**config.mk**
```make
export PLATFORM = sky130hd
export DESIGN_NAME = cfi_interlock
export DESIGN_NICKNAME = d
export VERILOG_FILES = /design/src/rtl/cfi_pkg.sv /design/src/rtl/cfi_interlock.sv /design/src/rtl/cfi_edge_detect.sv /design/src/rtl/cfi_ident_timer.sv
export SDC_FILE = /design/constraint.sdc
export NUM_CORES = 1
export LEC_CHECK = 0
export BUFFER_PORTS_ARGS = -buffer_cell sky130_fd_sc_hd__buf_2
export CELL_PAD_IN_SITES_DETAIL_PLACEMENT = 0
export CELL_PAD_IN_SITES_GLOBAL_PLACEMENT = 1
export CORE_UTILIZATION = 45
export CTS_BUF_LIST = sky130_fd_sc_hd__clkbuf_8
export CTS_CLUSTER_DIAMETER = 120
export CTS_CLUSTER_SIZE = 20
export DETAILED_ROUTE_END_ITERATION = 8
export GPL_TIMING_DRIVEN = 0
export PLACE_DENSITY = 0.83
export SLEW_MARGIN = 10
export SYNTH_ARGS = -nofsm -noshare
export SYNTH_HDL_FRONTEND = slang
export SYNTH_SLANG_ARGS = --single-unit
```
**constraint.sdc**
```tcl
create_clock -name core_clk -period 2.5 [get_ports core_clk]
set_input_delay 0.625 -clock core_clk [delete_from_list [all_inputs] [get_ports core_clk]]
set_output_delay 0.625 -clock core_clk [all_outputs]
set_load 0.05 [all_outputs]
```
**src/rtl/cfi_pkg.sv**
```systemverilog
/*
  Constants shared by the coupler fault interlock: fault flag positions and timing.
  Assumes a single 200 MHz core clock and an active-high asynchronous reset.
*/
// Behaviour
// - Processor link loss raises the link fault flag; power cycle clears it.
// - Processor disagreement on safety I/O raises the cross-check flag.
// - Couple output short or overload raises its flag; fault-clear clears it.
// - Separate short flags for uncouple outputs to valve A and valve B.
// - Position conflict flag follows lock and release sensors both active.
// - Over-pressure flag sets above range; clears on fault-clear or recovery.
// - Under-pressure flag sets below range; clears on fault-clear or recovery.
// - On uncouple command, differing proximity inputs set the mismatch flag.
// - Mismatch clears on new uncouple command without mismatch, or fault-clear.
// - Safety switch fault sets its flag and drops the uncouple output at once.
// - Identity missing 250 ms after coupling, or while coupled, sets timeout flag.
// - Identity timeout clears on contact-detect rise, power cycle or fault-clear.
// - Couple runs only with all couple preconditions met.
// - Couple request with unmet preconditions sets unsafe-couple flag.
// - Uncouple command with unmet preconditions sets flag and drops uncouple.
// - Uncouple command already high after power return sets unsafe-uncouple.
// - Unsafe-uncouple clears on re-applied safe command or fault-clear rise; the flag itself blocks uncouple, so only fault-clear clears it.
// - Valve malfunction sets valve flag and the unsafe state.
// - Unsafe state freezes both outputs bar switch-fault or unsafe uncouple drops; fault-clear clears it.
// - Link, cross, sensor, valve always unsafe; short, conflict, pressure in uncouple.
// - Link, cross, short, disconnect and valve flags also clear on fault-clear.
// - Healthy status is high only while no fault blocks an uncouple.
package cfi_pkg;
  localparam int FAULT_W          = 16;
  localparam int F_LINK           = 0;
  localparam int F_CROSS          = 1;
  localparam int F_COUPLE_SHORT   = 2;
  localparam int F_VALVE_A_SHORT  = 3;
  localparam int F_VALVE_B_SHORT  = 4;
  localparam int F_POS_CONFLICT   = 5;
  localparam int F_PRESS_HIGH     = 6;
  localparam int F_PRESS_LOW      = 7;
  localparam int F_PROX_MISMATCH  = 8;
  localparam int F_SWITCH         = 9;
  localparam int F_IDENT_TIMEOUT  = 10;
  localparam int F_UNSAFE_COUPLE  = 11;
  localparam int F_UNSAFE_UNCPL   = 12;
  localparam int F_VALVE          = 13;
  localparam int F_PRESS_DISC     = 14;
  localparam int F_SPARE          = 15;
  localparam logic [15:0] FAULT_RESET = 16'h0000;
  // Flags that always push the block into the unsafe state.
  localparam logic [15:0] UNSAFE_ALWAYS  = 16'h6003;
  // Flags that push the block into the unsafe state only while uncoupling.
  localparam logic [15:0] UNSAFE_UNCPL   = 16'h00FC;
  // Flags that block an uncouple request and drop the healthy status.
  localparam logic [15:0] BLOCKING_MASK  = 16'h72FF;
  localparam int CLK_MHZ          = 200;
  localparam int IDENT_TIMEOUT_MS = 250;
  localparam int IDENT_TIMEOUT_CYC = IDENT_TIMEOUT_MS * 1000 * CLK_MHZ;
endpackage : cfi_pkg

```
**src/rtl/cfi_interlock.sv**
```systemverilog
/*
  Coupler fault interlock: sticky fault flags, unsafe state and gated couple and
  uncouple outputs. Assumes all inputs synchronous to core_clk and that the
  pressure, short and processor checks are reported as level inputs.
*/
module cfi_interlock
  import cfi_pkg::*;
#(
  parameter int IDENT_CYCLES = cfi_pkg::IDENT_TIMEOUT_CYC
) (
  input  wire logic                        core_clk,          // Core clock, 200 MHz.
  input  wire logic                        rst,               // Power-on reset.
  input  wire logic                        coupleCmd,         // Host couple request.
  input  wire logic                        uncoupleCmd,       // Host uncouple request.
  input  wire logic                        faultClearCmd,     // Host fault-clear request.
  input  wire logic                        linkLost,          // Processors not talking.
  input  wire logic                        crossMismatch,     // Processors disagree.
  input  wire logic                        coupleShort,       // Couple output overload.
  input  wire logic                        valveAShort,       // Uncouple A overload.
  input  wire logic                        valveBShort,       // Uncouple B overload.
  input  wire logic                        lockSense,         // Lock position sensor.
  input  wire logic                        releaseSense,      // Release position sensor.
  input  wire logic                        pressAbove,        // Air above range.
  input  wire logic                        pressBelow,        // Air below range.
  input  wire logic                        pressDisconnected, // Pressure sensor absent.
  input  wire logic                        proximitySenseA,   // Proximity sensor A.
  input  wire logic                        proximitySenseB,   // Proximity sensor B.
  input  wire logic                        safetySwitchFault, // Safety switch fault.
  input  wire logic                        safetySwitchOk,    // Tool sits in the stand.
  input  wire logic                        logicSupplyPresent,// Logic supply present.
  input  wire logic                        outputSupplyOk,    // Output supply in range.
  input  wire logic                        contactDetect,     // Module contacts engaged.
  input  wire logic                        identReceived,     // Tool identity reported.
  input  wire logic                        valveMalfunction,  // Valve malfunction seen.
  output logic                             coupleOut,         // Couple valve drive.
  output logic                             uncoupleOut,       // Uncouple valve drive.
  output logic [cfi_pkg::FAULT_W-1:0]      faultFlags,        // Sticky fault flags.
  output logic                             unsafeState,       // Unsafe state.
  output logic                             healthyStatus      // No blocking fault.
);
  typedef enum logic [2:0] {
    CFI_IDLE     = 3'b001,
    CFI_COUPLE   = 3'b010,
    CFI_UNCOUPLE = 3'b100
  } cfi_mode_e;

  cfi_mode_e                mode;
  cfi_mode_e                next_mode;
  logic [FAULT_W-1:0]       next_faultFlags;
  logic                     next_unsafeState;
  logic                     next_coupleOut;
  logic                     next_uncoupleOut;
  logic                     next_healthy;
  logic                     startSeen;
  logic                     next_startSeen;
  logic [3:0]               rises;
  logic                     coupleRise;
  logic                     uncoupleRise;
  logic                     clearRise;
  logic                     contactRise;
  logic                     identExpired;
  logic                     coupleOk;
  logic                     uncoupleOk;
  logic [FAULT_W-1:0]       cond;
  logic [FAULT_W-1:0]       clearable;

  // Edge detection for the host requests and the contact input.
  cfi_edge_detect #(.W(4)) u_edges (
    .core_clk (core_clk),
    .rst      (rst),
    .level    ({contactDetect, faultClearCmd, uncoupleCmd, coupleCmd}),
    .rise     (rises)
  );
  assign coupleRise   = rises[0];
  assign uncoupleRise = rises[1];
  assign clearRise    = rises[2];
  assign contactRise  = rises[3];

  // Identity timeout from the moment of coupling.
  cfi_ident_timer #(.LIMIT(IDENT_CYCLES)) u_ident (
    .core_clk (core_clk),
    .rst      (rst),
    .coupled  (contactDetect & lockSense),
    .identOk  (identReceived),
    .expired  (identExpired)
  );

  // Preconditions for coupling and for uncoupling.
  always_comb begin
    coupleOk = !uncoupleCmd && logicSupplyPresent && !lockSense
               && !faultFlags[F_PRESS_HIGH] && !faultFlags[F_PRESS_LOW]
               && proximitySenseA && proximitySenseB && !unsafeState;
    uncoupleOk = healthyStatus && logicSupplyPresent && outputSupplyOk
                 && !pressAbove && !pressBelow && !coupleCmd
                 && safetySwitchOk && !safetySwitchFault;
  end

  // Present fault conditions and the flags a fault-clear may drop.
  always_comb begin
    cond                   = '0;
    cond[F_LINK]           = linkLost;
    cond[F_CROSS]          = crossMismatch;
    cond[F_COUPLE_SHORT]   = coupleShort;
    cond[F_VALVE_A_SHORT]  = valveAShort;
    cond[F_VALVE_B_SHORT]  = valveBShort;
    cond[F_POS_CONFLICT]   = lockSense && releaseSense;
    cond[F_PRESS_HIGH]     = pressAbove;
    cond[F_PRESS_LOW]      = pressBelow;
    cond[F_SWITCH]         = safetySwitchFault;
    cond[F_IDENT_TIMEOUT]  = identExpired;
    cond[F_VALVE]          = valveMalfunction;
    cond[F_PRESS_DISC]     = pressDisconnected;
    cond[F_PROX_MISMATCH]  = uncoupleRise && (proximitySenseA != proximitySenseB);
    cond[F_UNSAFE_COUPLE]  = coupleRise && !coupleOk;
    cond[F_UNSAFE_UNCPL]   = (uncoupleRise && !uncoupleOk)
                             || (!startSeen && uncoupleCmd);
    // Every flag accepts the fault-clear rise as well as power cycle.
    clearable = {FAULT_W{clearRise}};
  end

  // Sticky flag update; a present condition always wins over any clear.
  always_comb begin
    next_faultFlags = faultFlags;
    for (int i = 0; i < FAULT_W; i++) begin
      if (clearable[i]) begin
        next_faultFlags[i] = 1'b0;
      end
    end
    // Auto-clearing flags follow their conditions.
    if (!cond[F_POS_CONFLICT]) begin
      next_faultFlags[F_POS_CONFLICT] = 1'b0;
    end
    if (!pressAbove) begin
      next_faultFlags[F_PRESS_HIGH] = 1'b0;
    end
    if (!pressBelow) begin
      next_faultFlags[F_PRESS_LOW] = 1'b0;
    end
    if (uncoupleRise && proximitySenseA == proximitySenseB) begin
      next_faultFlags[F_PROX_MISMATCH] = 1'b0;
    end
    if (uncoupleRise && uncoupleOk) begin
      next_faultFlags[F_UNSAFE_UNCPL] = 1'b0;
    end
    if (coupleRise) begin
      next_faultFlags[F_UNSAFE_COUPLE] = 1'b0;
    end
    if (contactRise) begin
      next_faultFlags[F_IDENT_TIMEOUT] = 1'b0;
    end
    next_faultFlags = next_faultFlags | cond;
  end

  // Unsafe state: some flags always, some only while uncoupling.
  always_comb begin
    next_unsafeState = unsafeState;
    if (clearRise) begin
      next_unsafeState = 1'b0;
    end
    if ((next_faultFlags & UNSAFE_ALWAYS) != '0) begin
      next_unsafeState = 1'b1;
    end
    if (mode == CFI_UNCOUPLE && (next_faultFlags & UNSAFE_UNCPL) != '0) begin
      next_unsafeState = 1'b1;
    end
    next_healthy = ((next_faultFlags & BLOCKING_MASK) == '0)
                   && !next_unsafeState;
  end

  // Mode and output control; unsafe state freezes both valve drives except for the uncouple drops below.
  always_comb begin
    next_mode        = mode;
    next_coupleOut   = coupleOut;
    next_uncoupleOut = uncoupleOut;
    next_startSeen   = 1'b1;
    if (!unsafeState) begin
      case (mode)
        CFI_IDLE: begin
          if (coupleRise && coupleOk) begin
            next_mode      = CFI_COUPLE;
            next_coupleOut = 1'b1;
          end else if (uncoupleRise && uncoupleOk) begin
            next_mode        = CFI_UNCOUPLE;
            next_uncoupleOut = 1'b1;
          end
        end
        CFI_COUPLE: begin
          if (!coupleCmd) begin
            next_mode      = CFI_IDLE;
            next_coupleOut = 1'b0;
          end
        end
        CFI_UNCOUPLE: begin
          if (!uncoupleCmd) begin
            next_mode        = CFI_IDLE;
            next_uncoupleOut = 1'b0;
          end
        end
        default: begin
          next_mode        = CFI_IDLE;
          next_coupleOut   = 1'b0;
          next_uncoupleOut = 1'b0;
        end
      endcase
    end
    // Switch fault or unsafe uncouple request drop the uncouple drive at once.
    if (safetySwitchFault || (uncoupleRise && !uncoupleOk)) begin
      next_uncoupleOut = 1'b0;
      if (mode == CFI_UNCOUPLE) begin
        next_mode = CFI_IDLE;
      end
    end
  end

  // Register all control state.
  always_ff @(posedge core_clk or posedge rst) begin
    if (rst) begin
      mode          <= CFI_IDLE;
      faultFlags    <= FAULT_RESET;
      unsafeState   <= 1'b0;
      healthyStatus <= 1'b1;
      coupleOut     <= 1'b0;
      uncoupleOut   <= 1'b0;
      startSeen     <= 1'b0;
    end else begin
      mode          <= next_mode;
      faultFlags    <= next_faultFlags;
      unsafeState   <= next_unsafeState;
      healthyStatus <= next_healthy;
      coupleOut     <= next_coupleOut;
      uncoupleOut   <= next_uncoupleOut;
      startSeen     <= next_startSeen;
    end
  end
endmodule : cfi_interlock

```
**src/rtl/cfi_edge_detect.sv**
```systemverilog
/*
  Rising edge detector for a group of synchronous request bits.
  Assumes inputs already synchronous to core_clk.
*/
module cfi_edge_detect #(
  parameter int W = 4
) (
  input  wire logic         core_clk, // Core clock.
  input  wire logic         rst,      // Asynchronous reset, active high.
  input  wire logic [W-1:0] level,    // Levels to watch.
  output logic      [W-1:0] rise      // One-cycle pulse on each rising edge.
);
  logic [W-1:0] prev;
  logic [W-1:0] next_prev;

  // Next value is simply the present level.
  always_comb begin
    next_prev = level;
  end

  // Previous value resets high so a level already high at release gives no edge.
  always_ff @(posedge core_clk or posedge rst) begin
    if (rst) begin
      prev <= '1;
    end else begin
      prev <= next_prev;
    end
  end

  assign rise = level & ~prev;
endmodule : cfi_edge_detect

```
**src/rtl/cfi_ident_timer.sv**
```systemverilog
/*
  Identity timer: counts core_clk cycles from coupling until identity arrives.
  Assumes contact and identity inputs synchronous to core_clk.
*/
module cfi_ident_timer #(
  parameter int LIMIT = 50000000
) (
  input  wire logic core_clk,  // Core clock.
  input  wire logic rst,       // Asynchronous reset, active high.
  input  wire logic coupled,   // Master and tool are coupled.
  input  wire logic identOk,   // Tool identity has been received.
  output logic      expired    // Level: coupled too long without identity.
);
  logic [31:0] count;
  logic [31:0] next_count;
  logic        next_expired;

  // Count while coupled without identity; saturate when the limit is reached.
  always_comb begin
    next_count   = count;
    next_expired = expired;
    if (!coupled || identOk) begin
      next_count   = 32'h00000000;
      next_expired = 1'b0;
    end else if (count >= 32'(LIMIT - 1)) begin
      next_expired = 1'b1;
    end else begin
      next_count = count + 32'h00000001;
    end
  end

  // Register the count and the expiry level.
  always_ff @(posedge core_clk or posedge rst) begin
    if (rst) begin
      count   <= 32'h00000000;
      expired <= 1'b0;
    end else begin
      count   <= next_count;
      expired <= next_expired;
    end
  end
endmodule : cfi_ident_timer

```
---- After elaboration in Yosys (flattened, before gate mapping) ----
Cells that the tools add are included.
storage, ports and cells
  input port bits ......................... 24
  register bits after elaboration ......... 61
  word-level logic and storage cells ...... 125
  output and inout bits ................... 20
operators by class
  equal/unequal tests ..................... 13
  add/subtract/negate cells ............... 1
  bitwise gates (word level) .............. 6
  reduce and logical (&&, ||, !) cells .... 47
  muxes and demuxes ....................... 47
  $lt $le $gt $ge ......................... 1
operators with widths
  kind                   count
  $mux 32                2
  $mux 1                 35
  $add 32x1->32 const B  1
  $ge 32x26->1 const B   1
  $reduce_bool 16->1     2
  $logic_and 1x1->1      24
  $mux 3                 7
  $logic_not 16->1       1
  $or 16x15->16          1
  $logic_not 1->1        14
  $ne 3x3->1 const B     3
  $pmux 3 s3             1
  $ne 2x2->1 const B     3
  $pmux 1 s3             2
  $reduce_and 5->1       1
  $and 4x4->4            1
  $ne 2x1->1 const B     2
  $not 4->4              1
  $reduce_and 4->1       1
  $eq 3x1->1 const B     1
  $eq 3x2->1 const B     1
  $eq 3x3->1 const B     1
  $logic_or 1x1->1       3
  $not 1->1              2
  other kinds (4)        4

---- Longest topological paths before layout ----
Gate-level depths: netlist of the first run.
  depth after elaboration ................. 16
  gate-level depth with buffers ........... 8
  gate-level depth less buffers ........... 7

---- Cells and area by module ----
Synthesis of the first run repeated with hierarchy kept, for this count alone.
unflattened totals
  cell total of the unflattened synthesis .. 301
  area total of the unflattened synthesis .. 3041.7 um^2
modules (own cells, without submodules)
  module           cells an instance  instances  area an instance (um^2)  sequential area each (um^2)
  cfi_ident_timer  188                1          1789.2                   825.8
  cfi_interlock    104                1          1088.5                   578.1
  cfi_edge_detect  9                  1          163.9                    105.1

---- Least setup slack after synthesis of the first run ----
No wires, ideal clock.
  path type ............................... reg-to-reg
  start point ............................. register u_ident.count[16]
  end point ............................... register u_ident.count[2]
  setup time .............................. 0.128 ns
  arrival time ............................ 1.887 ns
  setup slack ............................. 0.485 ns
  stages on the path, launching flop included .. 7
  required time ........................... 2.372 ns
  period minus slack after synthesis ...... 2.015 ns
  cells stage by stage .................... dfrtp_1 > or4b_4 > a2111oi_4 > buf_6 > nor3b_1 > xnor2_1 > nor2_1
on the way
  cells in the longest elaborated chain, start to end .. 2
RTL lines
  element                   RTL line               RTL
  start: declaration        cfi_ident_timer.sv:14  logic [31:0] count;
  start signal: assignment  cfi_ident_timer.sv:38  count <= next_count;
  $ge 32x26->1              cfi_ident_timer.sv:25  end else if (count >= 32'(LIMIT - 1)) begin
  $ne 2x1->1 (no line)      n/a
No other way between the ends.
A chain may end at the register's enable or synchronous reset.

---- Final worst setup path of the first run ----
  start point ............................. register u_ident.count[19]
  end point ............................... register u_ident.count[12]
The elaborated chain is that of the path after synthesis.

==> impl_metrics.json, run 1 <==
{
  "path_class": "flop to flop",
  "maxCapViolCount": 0,
  "dp_hpwl_um": 4320,
  "slew_viol_final": 0,
  "endpoint_kind": "flop",
  "grt_pass1_vias": 2206,
  "timing.rr.end": "u_ident.count[12]",
  "initial_utilization_pct": 47.9,
  "cts_resized": 0,
  "crit-reg2reg-launch": "u_ident.count[19]",
  "tightest_slew_ps": 807,
  "ioPinCount": 44,
  "netlist_area_um2": 2910,
  "layout.nets": 367,
  "cp.required_ps": 2710,
  "ys.warnings.count": 0,
  "route.detailed.drc": 0,
  "ys_seq_elements": 60,
  "crit_slowest_cell": "o2111ai_1",
  "final_util_pct": 56.5,
  "rsz0062_at_grt": "no",
  "status": "finished clean",
  "path_delay_family": "simple AND/OR/NAND/NOR gates",
  "synth_area_per_cell_um2": 10.1,
  "cts.htree.levels": 3,
  "slew_headroom_pct": 45.8,
  "layout-drive-gt1-share_pct": 23.3,
  "powerDensity_nw_per_um2": 623,
  "synth_edf_count": 0,
  "cp.arrival_ps": 2440,
  "endpoint": "u_ident.count[12]",
  "clock_skew_ps": 8.77,
  "portBuffers": 42,
  "ff2ff_path_depth": 7,
  "numCtsBuffers": 9,
  "synth_area_leader_cell": "dfrtp_1",
  "rows": 28,
  "path_clk_slew_ps": 70,
  "yosys-top-cells-count": "dfrtp_1, nor2_1, xnor2_1",
  "hold_violations": 0,
  "grt_first_pass_wirelength_um": 10200,
  "wirelength_um": 6120,
  "clock_latency_ps": 340,
  "synthDistinctLibCells": 47,
  "ir_drop_mv": 0.407,
  "post-cts-setup-buffers": 0,
  "antenna_left": 0,
  "critPathBufInv": 1,
  "diodes": 0,
  "clk_path_buf_depth": 2,
  "gp_congestion": 0.783,
  "cp-startpoint": "u_ident.count[19]",
  "via_count": 2317,
  "cp-start-kind": "flop",
  "area_delta_synth_final_pct": 18.0,
  "p_leak_nw": 1.41,
  "grt.total_usage_pct": 20.6,
  "path_cells": "nand4_1 > or2_2 > o2111ai_1 > clkbuf_1 > nor3_1 > xnor2_1 > nor2_1",
  "crit_path_max_incr_delay_ps": 490,
  "antenna_found_initial": 0,
  "ctsHoldBuffers": 0,
  "cp_max_fo": 10,
  "first_pass_iters": 5,
  "fmax_mhz": 449,
  "ys.flop_type": "dfrtp_1",
  "synth_nets": 314,
  "syn_inst": 289,
  "synth_top_area_share_pct": 46.5,
  "wl_per_cell_um": 14.5,
  "ys_seq_area_share_pct": 51.9,
  "finalCritPeriodShare_pct": 89.2,
  "drt-vias-per-instance": 5.49,
  "grt_max_degree": 61,
  "cts_tree": "done",
  "ff2ff_setup_slack_ps": 270,
  "overflow": 0,
  "crit_cells": 7,
  "synth_area_leaders": "dfrtp_1, xnor2_1, dfstp_2, nor2_1, nor3_1",
  "cts_sinks": 60,
  "fp.coreArea_um2": 6060,
  "cts_root_buffer": "clkbuf_8",
  "hold_class": "input pin to flop",
  "post-synth-top-count-cell": "dfrtp_1",
  "ys_async_sr_fraction_pct": 100,
  "final.setup.tns_ps": 0,
  "die_y_um": 82.4,
  "drt_iter0_drc": 121,
  "die_area_um2": 6780,
  "fillCellCount": 551,
  "die_x_um": 82.4,
  "period_needed_ps": 2230,
  "setup_viol": 0
}
[placed cells by master (no fill, tap or decap), types with 4 or more instances in the layout]
cell | netlist | routed
a21o_1 | 6 | 6
a21oi_1 | 11 | 11
and2_1 | 8 | 8
buf_2 | 1 | 43
clkbuf_1 | 11 | 11
clkbuf_8 | 0 | 9
dfrtp_1 | 54 | 54
dfstp_2 | 6 | 6
inv_1 | 6 | 5
nand2_1 | 19 | 19
nand2b_1 | 5 | 5
nand3_1 | 8 | 8
nand4_1 | 11 | 11
nor2_1 | 36 | 36
nor3_1 | 18 | 18
nor3b_1 | 4 | 4
nor4_1 | 4 | 4
nor4_2 | 5 | 5
nor4b_1 | 5 | 5
o21ai_0 | 7 | 7
xnor2_1 | 24 | 24
[flip-flops by register name (all words and copies together) (netlist names)]
| signal | flops |
|---|---|
| u_ident.count | 32 |
| faultFlags | 15 |
| u_edges.prev | 4 |
| mode | 3 |
| coupleOut | 1 |
| healthyStatus | 1 |
| startSeen | 1 |
| u_ident.expired | 1 |
| uncoupleOut | 1 |
| unsafeState | 1 |
[through the flow]
| step | instances | hold WS, ps | power (W) | instance area, µm² | worst slack, ps |
|---|---|---|---|---|---|
| floorplan | 289 | 443 | 0.00114 | 2910 | 400 |
| global placement | 406 | 470 | 0.00119 | 3210 | -384 |
| detailed placement | 406 | 476 | 0.00119 | 3210 | 118 |
| CTS | 422 | 383 | 0.00216 | 3430 | 273 |
| global route | 422 | 385 | 0.00220 | 3430 | 115 |
| finish | 422 | 397 | 0.00214 | 3430 | 270 |
[layout make-up]
| class | count | area [µm²] | share of cell area, % |
|---|---|---|---|
| tap | 75 | 93.8 | 2.74 |
| timing repair buffer | 42 | 210 | 6.13 |
| multi-input combinational | 207 | 1290 | 37.8 |
| buffer | 16 | 80.1 | 2.34 |
| clock buffer | 9 | 124 | 3.61 |
| clock inverter | 7 | 91.3 | 2.67 |
| inverter | 6 | 25.0 | 0.730 |
| sequential | 60 | 1510 | 44.0 |
[logic make-up after synthesis]
logic type      share of synthesized area [%]
simple gates                             26.9
flops                                    51.9
compound gates                           9.00
xor+xnor                                 7.24
buf+inv                                  3.53
other cells                             0.258
mux                                     0.732
fa+ha+maj                               0.431
[how the worst min path moves through the flow]
stage                                    to  slack (ps)  depth (start not counted)         startpoint
after floorplan              faultFlags[10]         440                          1    u_ident.expired
after global placement    u_ident.count[27]         470                          1  u_ident.count[27]
after detailed placement  u_ident.count[30]         480                          1  u_ident.count[30]
after CTS                   u_edges.prev[2]         380                          1      faultClearCmd
after global routing        u_edges.prev[2]         390                          1      faultClearCmd
final                       u_edges.prev[2]         400                          1      faultClearCmd
[power by group]
| group | internal, W | switching [W] |
|---|---|---|
| logic | 0.0000439 | 0.000124 |
| clock network | 0.000557 | 0.000406 |
| registers | 0.000995 | 0.0000107 |
[metal layers]
layer	track usage [%]	vias to the layer above	wire [µm]	share of wire [%]
li1	-	1130	-	-
met1	26.5	1112	2860	47
met2	32.8	63	2860	47
met3	4.95	12	272	4.4
met4	9.30	0	121	2.0
met5	0	-	0	0
No activity file was read; power rests on OpenSTA's default activity.
==> run 2: changes to the inputs <==
Settings changed: SETUP_SLACK_MARGIN from default to 0.5.
==> impl_metrics.json, run 2 (same netlist as run 1, synthesis figures left out) <==
{
  "dr_wl_met2_um": 3260,
  "crit-reg2reg-launch": "u_ident.count[1]",
  "cp-startpoint": "u_ident.count[1]",
  "dp_hpwl_um": 4520,
  "crit_slowest_cell": "a2111oi_4",
  "fmax_mhz": 468,
  "clk_path_buf_depth": 2,
  "setup_viol": 0,
  "final_common_cell": "dfrtp_1",
  "area_delta_synth_final_pct": 29.1,
  "ioPinCount": 44,
  "critPathBufInv": 2,
  "largest_register_ff_count": 32,
  "path_delay_family": "simple AND/OR/NAND/NOR gates",
  "tightest_slew_ps": 540,
  "path_class": "flop to flop",
  "powerDensity_nw_per_um2": 609,
  "diodes": 0,
  "status": "finished clean",
  "finalCritPeriodShare_pct": 85.4,
  "rows": 28,
  "endpoint_kind": "flop",
  "cts.htree.levels": 3,
  "fin_cells": 435,
  "via_count": 2397,
  "clock_latency_ps": 340,
  "maxCapViolCount": 0,
  "rsz0062_at_grt": "yes",
  "slew_headroom_pct": 63.9,
  "final_cell_mix": "dfrtp_1, buf_2, nor2_1",
  "ff2ff_setup_slack_ps": 370,
  "cts_root_buffer": "clkbuf_8",
  "hold_class": "input pin to asynchronous set/reset pin",
  "dp.cells": 407,
  "die_y_um": 82.4,
  "pre_cts_ws_ps": 145,
  "p_clk_share_pct": 48.2,
  "power_w": 0.00228,
  "reg_top3": "u_ident.count: 32 flops, faultFlags: 15 flops, u_edges.prev: 4 flops",
  "timing.rr.end": "u_ident.count[14]",
  "numCtsBuffers": 9,
  "path_cells": "ha_2 > and3_4 > nand4_1 > a2111oi_4 > buf_4 > buf_8 > nor3_1 > xnor2_1 > nor2_1",
  "cp.arrival_ps": 2340,
  "seq_power_share_pct": 44.1,
  "endpoint": "u_ident.count[14]",
  "portBuffers": 42,
  "hold_ws_ps": 329,
  "ir_drop_mv": 0.359,
  "drt-vias-per-instance": 5.51,
  "wl_per_cell_um": 16.0,
  "route.detailed.drc": 0,
  "grt_pass1_vias": 2397,
  "internal_power_w": 0.00176,
  "grt_first_pass_wirelength_um": 11800,
  "initial_utilization_pct": 47.9,
  "grt.total_usage_pct": 23.4,
  "antenna_found_initial": 0,
  "ctsHoldBuffers": 0,
  "cp_max_fo": 5,
  "pwr-share-comb_pct": 7.7,
  "layout-drive-gt1-share_pct": 31.1,
  "wl_met3_um": 337,
  "path_clk_slew_ps": 70,
  "cp.required_ps": 2710,
  "grt_max_degree": 39,
  "hold_violations": 0,
  "slew_viol_final": 0,
  "switching_share_pct": 23.1,
  "gp_congestion": 0.834,
  "drt_iter0_drc": 163,
  "die_area_um2": 6780,
  "met1_length_um": 3290,
  "final.setup.tns_ps": 0,
  "power_switching_w": 0.000527,
  "antenna_left": 0,
  "dr.max_layer_used": "met4",
  "clock_skew_ps": 10.1,
  "cts_sinks": 60,
  "period_needed_ps": 2130,
  "cts_tree": "done",
  "wirelength_um": 6950,
  "layout.nets": 380,
  "first_pass_iters": 4,
  "top_register": "u_ident.count",
  "cp-start-kind": "flop",
  "p_leak_nw": 1.54,
  "crit_path_max_incr_delay_ps": 430,
  "crit_cells": 9,
  "die_x_um": 82.4,
  "ff2ff_path_depth": 9,
  "fp.coreArea_um2": 6060,
  "setup_slack_ps": 365,
  "overflow": 0
}
==> run 2: cell count changes in the layout (fill, tap and decap cells not counted), sizes merged <==
cell and delta:
buf +13, clkinv -3, bufinv +1, clkbuf +2
==> run 2: power groups by stage <==
stage	combinational, W	sequential [W]	clock [W]
2_1_floorplan	0.0000552	0.00108	0
3_3_place_gp	0.000170	0.00102	0
3_5_place_dp	0.000176	0.00102	0
4_1_cts	0.000177	0.00101	0.00112
5_1_grt	0.000192	0.00101	0.00115
6_report	0.000177	0.00101	0.00110
==> run 2: worst min path at each step <==
stage,startpoint,end,cells past startpoint
4_1_cts,rst,faultFlags[14],2
2_1_floorplan,u_ident.expired,faultFlags[10],1
3_5_place_dp,u_ident.expired,faultFlags[10],1
6_report,rst,u_ident.count[7],2
5_1_grt,rst,faultFlags[14],2
3_3_place_gp,u_ident.expired,faultFlags[10],1
==> run 2: what timing repair did <==
item | 4_1_cts | 5_1_grt
setup endpoints to repair | 27 | 28
pin swaps | 11 | 10
setup buffers | 8 | 3
resized for setup | 19 | 13
gates cloned | 1 | 0
==> run 2: area by class of cell <==
cell class	count	area [µm²]
fill	523	2310
sequential	60	1510
multi-input combinational	207	1460
timing repair buffer	55	328
clock buffer	11	151
clock inverter	5	98.8
tap	75	93.8
buffer	16	85.1
inverter	6	26.3
==> run 2: per-stage QoR <==
step	utilization, %	instance area (µm²)
4_1_cts	60.4	3660
2_1_floorplan	-	2920
3_5_place_dp	53.4	3240
6_report	61.9	3750
3_3_place_gp	53.1	3220
5_1_grt	61.9	3750
==> run 2: routing by layer <==
| metal | vias up | track usage [%] |
|---|---|---|
| li1 | 1147 | - |
| met2 | 66 | 36.4 |
| met3 | 6 | 5.27 |
| met4 | 0 | 10.4 |
| met1 | 1178 | 31.2 |
| met5 | - | 0 |
